**src/shared/aidc_pkg.sv**
```systemverilog
// Shared constants and types for the ATA command interpreter block.
// Assumes one 250 MHz clock and a plain strobe register port.
package aidc_pkg;

  // ----------------------------------------------------------------
  // Register indices on the plain port
  // ----------------------------------------------------------------
  localparam logic [3:0] REG_DATA = 4'h0;     // Data word, read side
  localparam logic [3:0] REG_ERROR = 4'h1;    // Error register, read side
  localparam logic [3:0] REG_SEC_CNT = 4'h2;  // Sector count
  localparam logic [3:0] REG_SEC_NUM = 4'h3;  // Sector number
  localparam logic [3:0] REG_CYL_LO = 4'h4;   // Cylinder low
  localparam logic [3:0] REG_CYL_HI = 4'h5;   // Cylinder high
  localparam logic [3:0] REG_DRV_HD = 4'h6;   // Drive/head select
  localparam logic [3:0] REG_STATUS = 4'h7;   // Status read, command write
  localparam logic [3:0] REG_CTRL = 4'h8;     // Block control bits
  localparam logic [3:0] REG_GEOM = 4'h9;     // Geometry readback
  localparam logic [3:0] REG_ID164 = 4'hA;    // Timing capability word

  // ----------------------------------------------------------------
  // Command codes
  // ----------------------------------------------------------------
  localparam logic [7:0] CMD_IDLE_A = 8'h97;
  localparam logic [7:0] CMD_IDLE_B = 8'hE3;
  localparam logic [7:0] CMD_IDLEI_A = 8'h95;
  localparam logic [7:0] CMD_IDLEI_B = 8'hE1;
  localparam logic [7:0] CMD_INIT_PARAM = 8'h91;
  localparam logic [7:0] CMD_NOP = 8'h00;
  localparam logic [7:0] CMD_READ_BUF = 8'hE4;
  localparam logic [7:0] CMD_READ_DMA = 8'hC8;

  // ----------------------------------------------------------------
  // Status and error bit positions
  // ----------------------------------------------------------------
  localparam int ST_BSY = 7;
  localparam int ST_DRDY = 6;
  localparam int ST_DRQ = 3;
  localparam int ST_ERR = 0;
  localparam logic [7:0] ERR_ABORT = 8'h04;
  localparam int CTRL_BYTE_MODE = 0;
  localparam int DH_LBA = 6;

  // ----------------------------------------------------------------
  // Capability word fields
  // ----------------------------------------------------------------
  localparam int ID_IO_LO = 0;
  localparam int ID_MEM_LO = 3;
  localparam int ID_UIO_LO = 6;
  localparam int ID_UMEM_LO = 9;
  localparam int ID_USEL_LO = 12;
  localparam int ID_ADV = 15;

  // ----------------------------------------------------------------
  // Timing
  // ----------------------------------------------------------------
  localparam int CLK_MHZ = 250;
  localparam int IDLE_UNIT_MS = 5;
  localparam int SLEEP_MS = 20;
  localparam int UNIT_CYC = IDLE_UNIT_MS * 1000 * CLK_MHZ;
  localparam int SLEEP_CYC = SLEEP_MS * 1000 * CLK_MHZ;
  localparam int WORDS_PER_SEC = 256;

  // Task-file registers, each written on its own register port address
  typedef struct packed {
    logic [7:0] drv_hd;
    logic [7:0] cyl_hi;
    logic [7:0] cyl_lo;
    logic [7:0] sec_num;
    logic [7:0] sec_cnt;
  } aidc_tf_t;

endpackage

```
**src/hdl/aidc_core.sv**
```systemverilog
// Command interpreter for idle, parameter, nop, buffer and DMA reads.
// Assumes host strobes synchronous to ref_clk and a media side that
// delivers words on a valid strobe.
//
// Functional notes
// - word 164 bits 2-0 give I/O cycle mode
// - word 164 bits 5-3 give memory cycle mode
// - bits 8-6 hold highest I/O UDMA mode
// - bits 11-9 hold highest memory UDMA mode
// - bits 14-12 hold selected UDMA mode
// - bit 15 validates the UDMA fields
// - idle: busy, idle, unbusy, interrupt
// - nonzero count arms power-down timer, count times 5 ms
// - zero count disables automatic power-down
// - no idle command: sleep after 20 ms
// - idle immediate keeps the power-down timer
// - 91h loads sectors per track and heads
// - NOP always ends with aborted error
// - read buffer presents buffer like PIO read
// - DMA read of 1-256 sectors, zero means 256
// - busy, fill, then hold DMAREQ while data
// - interrupt only at end or on error
// - address registers track last sector read
// - byte mode rejects DMA read with abort
// - PIO read: busy, load, DRQ, interrupt; read buffer here sets DRQ at once, with no busy or load
`timescale 1ns/1ns

module aidc_core #(
  parameter int SLEEP_CYCLES = aidc_pkg::SLEEP_CYC,
  parameter int UNIT_CYCLES = aidc_pkg::UNIT_CYC,
  parameter logic [2:0] IO_MODE = 3'h3,
  parameter logic [2:0] MEM_MODE = 3'h3,
  parameter logic [2:0] UIO_MAX = 3'h4,
  parameter logic [2:0] UMEM_MAX = 3'h4,
  parameter logic [2:0] USEL = 3'h4
) (
  input wire logic ref_clk,
  input wire logic sys_rst,
  // Register port
  input wire logic [3:0] reg_addr,
  input wire logic [15:0] reg_wdata,
  input wire logic reg_wr,
  input wire logic reg_rd,
  output logic [15:0] reg_rdata,
  // Media side: sector words arriving into the buffer
  output logic media_req,
  output logic [27:0] media_lba,
  input wire logic media_valid,
  input wire logic [15:0] media_data,
  input wire logic media_error,
  // DMA handshake with host
  output logic dma_req,
  input wire logic dma_ack_n,
  input wire logic dma_rd_n,
  output logic [15:0] dma_data,
  // Host interrupt and power state
  output logic host_irq,
  output logic power_down,
  output logic sleep_mode
);

  // ----------------------------------------------------------------
  // State machine
  // ----------------------------------------------------------------
  typedef enum logic [5:0] {
    AIDC_IDLE = 6'h01,    // Waiting for a command
    AIDC_FILL = 6'h02,    // Busy, loading a sector
    AIDC_PIO = 6'h04,     // DRQ set, host reading by PIO
    AIDC_DMA = 6'h08,     // DMAREQ held, host draining
    AIDC_DONE = 6'h10,    // Finish with interrupt
    AIDC_ABORT = 6'h20    // Finish with aborted error
  } aidc_state_t;

  aidc_state_t state_r, state_nxt;
  aidc_pkg::aidc_tf_t tf_r;       // Task-file registers
  logic [7:0] cmd_r;              // Command in progress
  logic [7:0] err_r;              // Error register
  logic err_flag_r;               // Status ERR bit
  logic [7:0] ctrl_r;             // Block control bits
  logic [7:0] spt_r;              // Sectors per track
  logic [3:0] heads_r;            // Heads minus one
  logic [15:0] buf_mem [0:255];   // One sector of words
  logic [7:0] wptr_r;             // Buffer fill pointer
  logic [7:0] rptr_r;             // Buffer drain pointer
  logic [8:0] secs_left_r;        // Sectors still to move
  logic [15:0] rdata_r;           // Read data register
  logic [15:0] dout_r;            // DMA data register
  logic irq_r;                    // Interrupt pending
  logic pd_en_r;                  // Auto power-down armed
  logic [7:0] pd_units_r;         // Power-down interval
  logic [7:0] pd_cnt_r;           // Elapsed 5 ms units
  logic [31:0] unit_cnt_r;        // Cycle count within a unit
  logic [31:0] sleep_cnt_r;       // Cycles since reset, held at the sleep limit or once idle is seen
  logic idle_seen_r;              // An idle command was issued
  logic pd_r;
  logic sleep_r;
  logic rd_n_d_r;                 // Last level of the read strobe
  logic buf_word_r;               // Reading from buffer by PIO

  // ----------------------------------------------------------------
  // Decode
  // ----------------------------------------------------------------
  wire cmd_wr = reg_wr && (reg_addr == aidc_pkg::REG_STATUS);
  wire [7:0] cmd_in = reg_wdata[7:0];
  // busy covers the finishing cycle, dropped in the same cycle the interrupt is raised
  wire busy = (state_r == AIDC_FILL) || (state_r == AIDC_DONE) ||
              (state_r == AIDC_ABORT);
  wire is_idle = (cmd_in == aidc_pkg::CMD_IDLE_A) ||
                 (cmd_in == aidc_pkg::CMD_IDLE_B);
  wire is_idlei = (cmd_in == aidc_pkg::CMD_IDLEI_A) ||
                  (cmd_in == aidc_pkg::CMD_IDLEI_B);
  wire dma_cmd = (cmd_r == aidc_pkg::CMD_READ_DMA);
  wire unit_tick = (unit_cnt_r == 32'(UNIT_CYCLES - 1));
  wire data_rd = reg_rd && (reg_addr == aidc_pkg::REG_DATA);
  wire pio_take = (state_r == AIDC_PIO) && data_rd;
  // Falling edge of the read strobe while acknowledged
  wire dma_take = (state_r == AIDC_DMA) && !dma_ack_n &&
                  !dma_rd_n && rd_n_d_r;
  wire last_word = (rptr_r == 8'hFF);
  wire fill_done = media_valid && (wptr_r == 8'hFF);
  wire [27:0] lba = {tf_r.drv_hd[3:0], tf_r.cyl_hi, tf_r.cyl_lo,
                     tf_r.sec_num};

  wire [15:0] id164 = {1'b1, USEL, UMEM_MAX, UIO_MAX, MEM_MODE, IO_MODE};

  wire [7:0] status = {busy, !busy, 2'b00,
                       (state_r == AIDC_PIO), 2'b00, err_flag_r};

  // ----------------------------------------------------------------
  // Next-state logic
  // ----------------------------------------------------------------
  always_comb begin
    state_nxt = state_r;
    unique case (state_r)
      AIDC_IDLE: begin
        // Commands arriving while busy are ignored elsewhere
        if (cmd_wr) begin
          if (cmd_in == aidc_pkg::CMD_NOP) begin
            state_nxt = AIDC_ABORT;
          end else if (cmd_in == aidc_pkg::CMD_READ_DMA) begin
            state_nxt = ctrl_r[aidc_pkg::CTRL_BYTE_MODE] ?
                        AIDC_ABORT : AIDC_FILL;
          end else if (cmd_in == aidc_pkg::CMD_READ_BUF) begin
            state_nxt = AIDC_PIO;
          end else if (is_idle || is_idlei ||
                       cmd_in == aidc_pkg::CMD_INIT_PARAM) begin
            state_nxt = AIDC_DONE;
          end else begin
            state_nxt = AIDC_ABORT;
          end
        end
      end
      AIDC_FILL: begin
        // stop on error at failing sector
        if (media_error) begin
          state_nxt = AIDC_ABORT;
        end else if (fill_done) begin
          state_nxt = AIDC_DMA;
        end
      end
      AIDC_PIO: begin
        if (pio_take && last_word) begin
          state_nxt = AIDC_DONE;
        end
      end
      AIDC_DMA: begin
        if (dma_take && last_word) begin
          state_nxt = (secs_left_r == 9'h001) ? AIDC_DONE : AIDC_FILL;
        end
      end
      AIDC_DONE: state_nxt = AIDC_IDLE;
      AIDC_ABORT: state_nxt = AIDC_IDLE;
      default: state_nxt = AIDC_IDLE;
    endcase
  end

  // ----------------------------------------------------------------
  // Sequencer registers
  // ----------------------------------------------------------------
  always_ff @(posedge ref_clk) begin
    if (sys_rst) begin
      state_r <= AIDC_IDLE;
      cmd_r <= 8'h00;
      err_r <= 8'h00;
      err_flag_r <= 1'b0;
      irq_r <= 1'b0;
      wptr_r <= 8'h00;
      rptr_r <= 8'h00;
      secs_left_r <= 9'h000;
      rd_n_d_r <= 1'b1;
    end else begin
      state_r <= state_nxt;
      rd_n_d_r <= dma_rd_n;
      // Status read acknowledges the interrupt
      if (reg_rd && reg_addr == aidc_pkg::REG_STATUS) begin
        irq_r <= 1'b0;
      end
      if (state_r == AIDC_IDLE && cmd_wr) begin
        cmd_r <= cmd_in;
        err_r <= 8'h00;
        err_flag_r <= 1'b0;
        wptr_r <= 8'h00;
        rptr_r <= 8'h00;
        secs_left_r <= (tf_r.sec_cnt == 8'h00) ? 9'h100 :
                       {1'b0, tf_r.sec_cnt};
      end
      if (state_r == AIDC_FILL && media_valid) begin
        wptr_r <= wptr_r + 8'h01;
      end
      if (pio_take || dma_take) begin
        rptr_r <= rptr_r + 8'h01;
      end
      if (dma_take && last_word) begin
        secs_left_r <= secs_left_r - 9'h001;
      end
      if (state_r == AIDC_DONE) begin
        irq_r <= 1'b1;
      end
      if (state_r == AIDC_ABORT) begin
        err_r <= aidc_pkg::ERR_ABORT;
        err_flag_r <= 1'b1;
        irq_r <= 1'b1;
      end
    end
  end

  // Sector buffer has no reset, contents are data only
  always_ff @(posedge ref_clk) begin
    if (state_r == AIDC_FILL && media_valid) begin
      buf_mem[wptr_r] <= media_data;
    end
  end

  // ----------------------------------------------------------------
  // Task file, control and geometry
  // ----------------------------------------------------------------
  always_ff @(posedge ref_clk) begin
    if (sys_rst) begin
      tf_r <= '0;
      ctrl_r <= 8'h00;
      spt_r <= 8'h00;
      heads_r <= 4'h0;
    end else begin
      // Task file is writable only while not busy
      if (reg_wr && !busy) begin
        unique case (reg_addr)
          aidc_pkg::REG_SEC_CNT: tf_r.sec_cnt <= reg_wdata[7:0];
          aidc_pkg::REG_SEC_NUM: tf_r.sec_num <= reg_wdata[7:0];
          aidc_pkg::REG_CYL_LO: tf_r.cyl_lo <= reg_wdata[7:0];
          aidc_pkg::REG_CYL_HI: tf_r.cyl_hi <= reg_wdata[7:0];
          aidc_pkg::REG_DRV_HD: tf_r.drv_hd <= reg_wdata[7:0];
          aidc_pkg::REG_CTRL: ctrl_r <= reg_wdata[7:0];
          default: ;
        endcase
      end
      // geometry from count and head nibble
      if (state_r == AIDC_IDLE && cmd_wr &&
          cmd_in == aidc_pkg::CMD_INIT_PARAM) begin
        spt_r <= tf_r.sec_cnt;
        heads_r <= tf_r.drv_hd[3:0];
      end
      if (dma_take && last_word && secs_left_r != 9'h001) begin
        {tf_r.drv_hd[3:0], tf_r.cyl_hi, tf_r.cyl_lo, tf_r.sec_num} <=
          lba + 28'h0000001;
      end
    end
  end

  // ----------------------------------------------------------------
  // Power management timers
  // ----------------------------------------------------------------
  always_ff @(posedge ref_clk) begin
    if (sys_rst) begin
      pd_en_r <= 1'b0;
      pd_units_r <= 8'h00;
      pd_cnt_r <= 8'h00;
      unit_cnt_r <= 32'h0;
      sleep_cnt_r <= 32'h0;
      idle_seen_r <= 1'b0;
      pd_r <= 1'b0;
      sleep_r <= 1'b0;
    end else begin
      unit_cnt_r <= unit_tick ? 32'h0 : unit_cnt_r + 32'h1;
      // Any command clears power-down; it clears sleep only once an earlier idle command has been seen
      if (cmd_wr && state_r == AIDC_IDLE) begin
        pd_r <= 1'b0;
        sleep_r <= 1'b0;
        pd_cnt_r <= 8'h00;
        // Restart the unit so the interval is counted from the command
        unit_cnt_r <= 32'h0;
      end
      if (state_r == AIDC_IDLE && cmd_wr && is_idle) begin
        idle_seen_r <= 1'b1;
        pd_en_r <= (tf_r.sec_cnt != 8'h00);
        pd_units_r <= tf_r.sec_cnt;
      end
      // idle immediate leaves timer as is
      if (pd_en_r && unit_tick && state_r == AIDC_IDLE && !pd_r) begin
        pd_cnt_r <= pd_cnt_r + 8'h01;
        if (pd_cnt_r + 8'h01 == pd_units_r) begin
          pd_r <= 1'b1;
        end
      end
      if (!idle_seen_r) begin
        if (sleep_cnt_r == 32'(SLEEP_CYCLES - 1)) begin
          sleep_r <= 1'b1;
        end else begin
          sleep_cnt_r <= sleep_cnt_r + 32'h1;
        end
      end
    end
  end

  // ----------------------------------------------------------------
  // Read data paths
  // ----------------------------------------------------------------
  wire [15:0] rd_mux =
    (reg_addr == aidc_pkg::REG_DATA) ? buf_mem[rptr_r] :
    (reg_addr == aidc_pkg::REG_ERROR) ? {8'h00, err_r} :
    (reg_addr == aidc_pkg::REG_SEC_CNT) ? {8'h00, tf_r.sec_cnt} :
    (reg_addr == aidc_pkg::REG_SEC_NUM) ? {8'h00, tf_r.sec_num} :
    (reg_addr == aidc_pkg::REG_CYL_LO) ? {8'h00, tf_r.cyl_lo} :
    (reg_addr == aidc_pkg::REG_CYL_HI) ? {8'h00, tf_r.cyl_hi} :
    (reg_addr == aidc_pkg::REG_DRV_HD) ? {8'h00, tf_r.drv_hd} :
    (reg_addr == aidc_pkg::REG_STATUS) ? {8'h00, status} :
    (reg_addr == aidc_pkg::REG_CTRL) ? {8'h00, ctrl_r} :
    (reg_addr == aidc_pkg::REG_GEOM) ? {4'h0, heads_r, spt_r} :
    (reg_addr == aidc_pkg::REG_ID164) ? id164 : 16'h0000;

  // Read data valid the cycle after the strobe, zero otherwise
  always_ff @(posedge ref_clk) begin
    if (sys_rst) begin
      rdata_r <= 16'h0000;
      dout_r <= 16'h0000;
      buf_word_r <= 1'b0;
    end else begin
      rdata_r <= reg_rd ? rd_mux : 16'h0000;
      buf_word_r <= pio_take;
      if (dma_take) begin
        dout_r <= buf_mem[rptr_r];
      end
    end
  end

  assign reg_rdata = rdata_r;
  assign dma_data = dout_r;
  assign dma_req = (state_r == AIDC_DMA) && dma_cmd;
  assign media_req = (state_r == AIDC_FILL);
  assign media_lba = lba;
  assign host_irq = irq_r;
  assign power_down = pd_r;
  assign sleep_mode = sleep_r;

  // ----------------------------------------------------------------
  // Checks
  // ----------------------------------------------------------------
  nop_abort_a: assert property (@(posedge ref_clk) disable iff (sys_rst)
    (state_r == AIDC_IDLE && cmd_wr && cmd_in == aidc_pkg::CMD_NOP)
    |-> ##2 (err_r == aidc_pkg::ERR_ABORT && irq_r))
    else $error("nop did not abort");

  byte_mode_a: assert property (@(posedge ref_clk) disable iff (sys_rst)
    (state_r == AIDC_IDLE && cmd_wr && ctrl_r[0] &&
     cmd_in == aidc_pkg::CMD_READ_DMA) |-> ##1 state_r == AIDC_ABORT)
    else $error("dma accepted in byte mode");

  idle_irq_a: assert property (@(posedge ref_clk) disable iff (sys_rst)
    (state_r == AIDC_IDLE && cmd_wr && is_idle) |-> ##2 irq_r)
    else $error("idle gave no interrupt");

  idle_timer_a: assert property (@(posedge ref_clk) disable iff (sys_rst)
    (state_r == AIDC_IDLE && cmd_wr && is_idle)
    |=> pd_en_r == ($past(tf_r.sec_cnt) != 8'h00))
    else $error("power-down arm wrong");

  idlei_keep_a: assert property (@(posedge ref_clk) disable iff (sys_rst)
    (state_r == AIDC_IDLE && cmd_wr && is_idlei) |=> $stable(pd_en_r))
    else $error("idle immediate changed timer");

  geom_load_a: assert property (@(posedge ref_clk) disable iff (sys_rst)
    (state_r == AIDC_IDLE && cmd_wr && cmd_in == aidc_pkg::CMD_INIT_PARAM)
    |=> spt_r == $past(tf_r.sec_cnt))
    else $error("geometry not loaded");

  dma_noirq_a: assert property (@(posedge ref_clk) disable iff (sys_rst)
    (state_r == AIDC_DMA && !irq_r) |=> !irq_r)
    else $error("interrupt during dma");

  id_word_a: assert property (@(posedge ref_clk) disable iff (sys_rst)
    (reg_rd && reg_addr == aidc_pkg::REG_ID164)
    |=> reg_rdata[15] && reg_rdata[2:0] == IO_MODE)
    else $error("capability word wrong");

endmodule

```
**config.mk**
```make
export PLATFORM = sky130hd
export DESIGN_NAME = aidc_core
export DESIGN_NICKNAME = d
export VERILOG_FILES = /design/src/shared/aidc_pkg.sv /design/src/hdl/aidc_core.sv
export SDC_FILE = /design/constraint.sdc
export NUM_CORES = 2
export LEC_CHECK = 0
export ABC_CLOCK_PERIOD_IN_PS = 5100
export BUFFER_PORTS_ARGS = -buffer_cell sky130_fd_sc_hd__buf_2
export CAP_MARGIN = 10
export CORE_MARGIN = 2
export CORE_UTILIZATION = 50
export DETAILED_ROUTE_END_ITERATION = 6
export GPL_ROUTABILITY_DRIVEN = 0
export GPL_TIMING_DRIVEN = 0
export PLACE_DENSITY = 0.74
export REMOVE_ABC_BUFFERS = 1
export SYNTH_ARGS = -nofsm -noshare
export SYNTH_HDL_FRONTEND = slang
export SYNTH_SLANG_ARGS = --single-unit
```
**constraint.sdc**
```tcl
create_clock -name ref_clk -period 5.1 [get_ports ref_clk]
set_input_delay 0 -clock ref_clk [delete_from_list [all_inputs] [get_ports ref_clk]]
set_output_delay 0 -clock ref_clk [all_outputs]
set_load 0.01 [all_outputs]
```
==> run metrics <==
Yosys cell types 109; final worst slack -0.0898 ns; Reg2Reg Capture Point reg_rdata[0]$_SDFF_PP0_; Initial Utilization 50.2%; maximum vdd drop 0.280 mV; Clock Skew 0.0675 ns; final core utilization 57.3%; vias in the first global route 88411; Hold Crit Depth 4; Cell Area, Synth 169000 µm²; Avg WL per Cell 33.8 µm; largest net degree at the start of global routing 161; Pleak 0.0588 µW; Ys Warns 0; cells along the critical path buf_16, buf_16, buf_16, buf_16, buf_12, nand2_1, o22ai_1, nor3_1, nor4_2, a21oi_1, nand4_1, buf_4, o22ai_1; CTS tree yes; fillers 23086; Worst-Margin Slew 1.50 ns; global-route wire length before repair 651000 µm; most area-consuming cells after synthesis edfxtp_1, mux4_2, dfxtp_1; worst path required time 5.93 ns; sequential area share after synthesis 75.4%; power density over the cells 363 nW/µm²; CP max stage delay 0.89 ns; crit path max fanout 48; Max-slew headroom -0.0334%; DP Cell Count 12822; failing checks capacitance limit, slew limit, setup timing; HPWL after DPL 280000 µm; 1st-pass router iterations 7; IO Count 109; Port Buffers 100; Arr. time, crit path 6.02 ns; Achievable Freq 0.193 GHz; Area Growth Syn to Fin 14.2%; Starting DRT DRC Count 14897; CTS Buffer Depth 4; hold endpoint media_lba[14]$_SDFFE_PP0P_; Nets 8837; Crit-path slowest cell nor3_1; CTS H-tree lvls 5; # DRC 0; core area 337000 µm²; ratio of cells with drive above 1 in the final layout 24.7%; die extent in y 585 µm; Die W 585 µm; slack of the worst reg-to-reg path -0.09 ns; Clock Pin Slew Worst Setup and Hold Paths 0.06 ns; critical path class flop to flop; total CTS buffers 400; Yosys reg bits 4322; min Tclk post-route 5.19 ns; full die area 343000 µm²; startpoint types flop; average size of a mapped cell 20.2 µm²; status complete, but fails checks; crit share post-route 102%; CTS Sinks 4322; Synth area leader edfxtp_1; synthesized instance count 8371; share of flip-flops with an asynchronous set or reset 0%; remaining antenna violation count 0; final hold violation count 0; Synth top area share 72.8%; Worst setup EP type flop; final non-filler cell total 13637; worst skew pair latency 0.96 ns; Via density 6.63; hold_sp reg_wdata[6]; all-layer global routing usage 26.6%; Setup violations, final 3; DR vias 90370; cell mode on critical path buf_16; total grt overflow 0; Slew Limit Fails 1; initial antenna violation count 28; Main synth FF type edfxtp_1; reg2reg path depth 13; Post-synth EDFFs 4096; Hold WC Path Type input pin to flop; Max-Cap Viols 1; Placement Rows 213; total wire length 460000 µm; RSZ-0062 raised after global routing no; CTS Root Cell clkbuf_16
[kinds of logic after synthesis]
family          after synthesis  synth area share, %
simple gates               1256                 3.68
xor+xnor                     70                0.363
buf+inv                     543                 2.30
flops                      4322                 75.4
fa+ha+maj                    11               0.0814
mux                        1216                 14.4
compound gates              953                 3.79
[worst max-delay path, delay by kind of cell, from the launching register on]
family | cells | cell delay, ns
AOI/OAI and AO/OA | 3 | 1.16
buffers and inverters | 6 | 1.53
DFF | 1 | 0.50
and+or+nand+nor | 4 | 1.72
[where the power goes]
part           internal [µW]  switching [µW]
combinational            172             767
clock                  17300           13000
sequential             38800            30.0
total                  56200           13800
[Yosys cell counts (25+ instances only)]
library cell and n:
a2111oi_0 25, mux2_2 56, nor2_1 511, edfxtp_1 4096, o22ai_1 244, buf_6 88, nor2b_1 58, nand3_1 96
mux2i_1 245, mux4_2 758, a22oi_1 186, o21ai_0 78, a211oi_1 51, nand4_1 52, buf_2 98, xnor2_1 28
a21oi_1 182, inv_1 26, mux4_1 157, nor4_1 47, dfxtp_1 226, and3_1 36, nand2_1 213, clkbuf_1 146
buf_4 107, nor3_1 55, xor2_1 42, or3_1 25
[metrics by stage]
stage               setup TNS, ns  total power (µW)  cell area (µm²)  hold slack [ns]  setup slack (ns)
global route                    0             71400           193000           0.0816            0.0806
global placement         -5913.47             40400           171000            0.204            -73.48
CTS                             0             70100           193000          0.00136            0.0428
detailed placement         -13.54             40500           179000            0.215             -1.29
floorplan                 -990.34             39700           165000           0.0689            -31.68
finish                     -0.126             70100           193000           0.0660           -0.0898
[cell usage in the layout (no fill, tap or decap), types with 80 or more instances in the layout]
cell type,n
edfxtp_1,4096
nor2_1,252
buf_8,217
nor2_2,258
a22oi_1,186
clkinv_1,81
mux4_2,758
nand3_1,80
nand2_1,213
clkbuf_16,407
a21oi_1,179
mux4_1,157
dfxtp_1,220
mux2i_1,245
o22ai_1,244
clkinv_2,80
buf_16,98
buf_2,88
[per-layer routing]
layer | vias to the layer above | track usage (%) | wire length (µm)
li1 | 35673 | - | -
met1 | 46489 | 35.1 | 158000
met2 | 6947 | 40.6 | 212000
met3 | 1245 | 8.17 | 64400
met4 | 16 | 12.5 | 25800
met5 | - | 0 | 195
[what timing repair did]
action / 4_1_cts / 5_1_grt
resized for setup: 21 / 15
hold buffers: 60 / 0
setup buffers: 7 / 0
gates cloned: 1 / 0
endpoints found under the hold margin: 2438 / 0
pin swaps: 2 / 0
endpoints found under the setup margin: 27 / 13
[layout make-up]
class / count / area, µm² / area share (%)
sequential: 4322 / 128000 / 66.1
multi-input combinational: 3507 / 38800 / 20.1
clock buffer: 488 / 10600 / 5.49
timing repair buffer: 524 / 7790 / 4.03
tap: 4515 / 5650 / 2.93
clock inverter: 241 / 2530 / 1.31
inverter: 27 / 106 / 0.0551
antenna: 13 / 32.5 / 0.0169
[state kept, by name (all words and copies together) (netlist names), named ones only]
register / flops
buf_mem: 4096
cmd_r: 8
ctrl_r: 8
dma_data: 16
err_r: 1
heads_r: 4
host_irq: 1
idle_seen_r: 1
media_lba: 28
pd_cnt_r: 8
pd_en_r: 1
pd_units_r: 8
power_down: 1
rd_n_d_r: 1
reg_rdata: 16
rptr_r: 8
secs_left_r: 9
sleep_cnt_r: 32
sleep_mode: 1
spt_r: 8
state_r: 6
tf_r: 12
unit_cnt_r: 32
wptr_r: 8
[how the worst max path moves through the flow]
stage                     start                        to  cells past startpoint
after CTS                  flop   reg_rdata[2]$_SDFF_PP0_                     10
after floorplan            flop   reg_rdata[2]$_SDFF_PP0_                      7
after global routing       flop   reg_rdata[5]$_SDFF_PP0_                     11
final                      flop   reg_rdata[0]$_SDFF_PP0_                     13
after global placement     flop  dma_data[2]$_SDFFE_PP0P_                      5
after detailed placement   flop   reg_rdata[0]$_SDFF_PP0_                     11
Note: power is estimated with default switching activity, not from simulation.
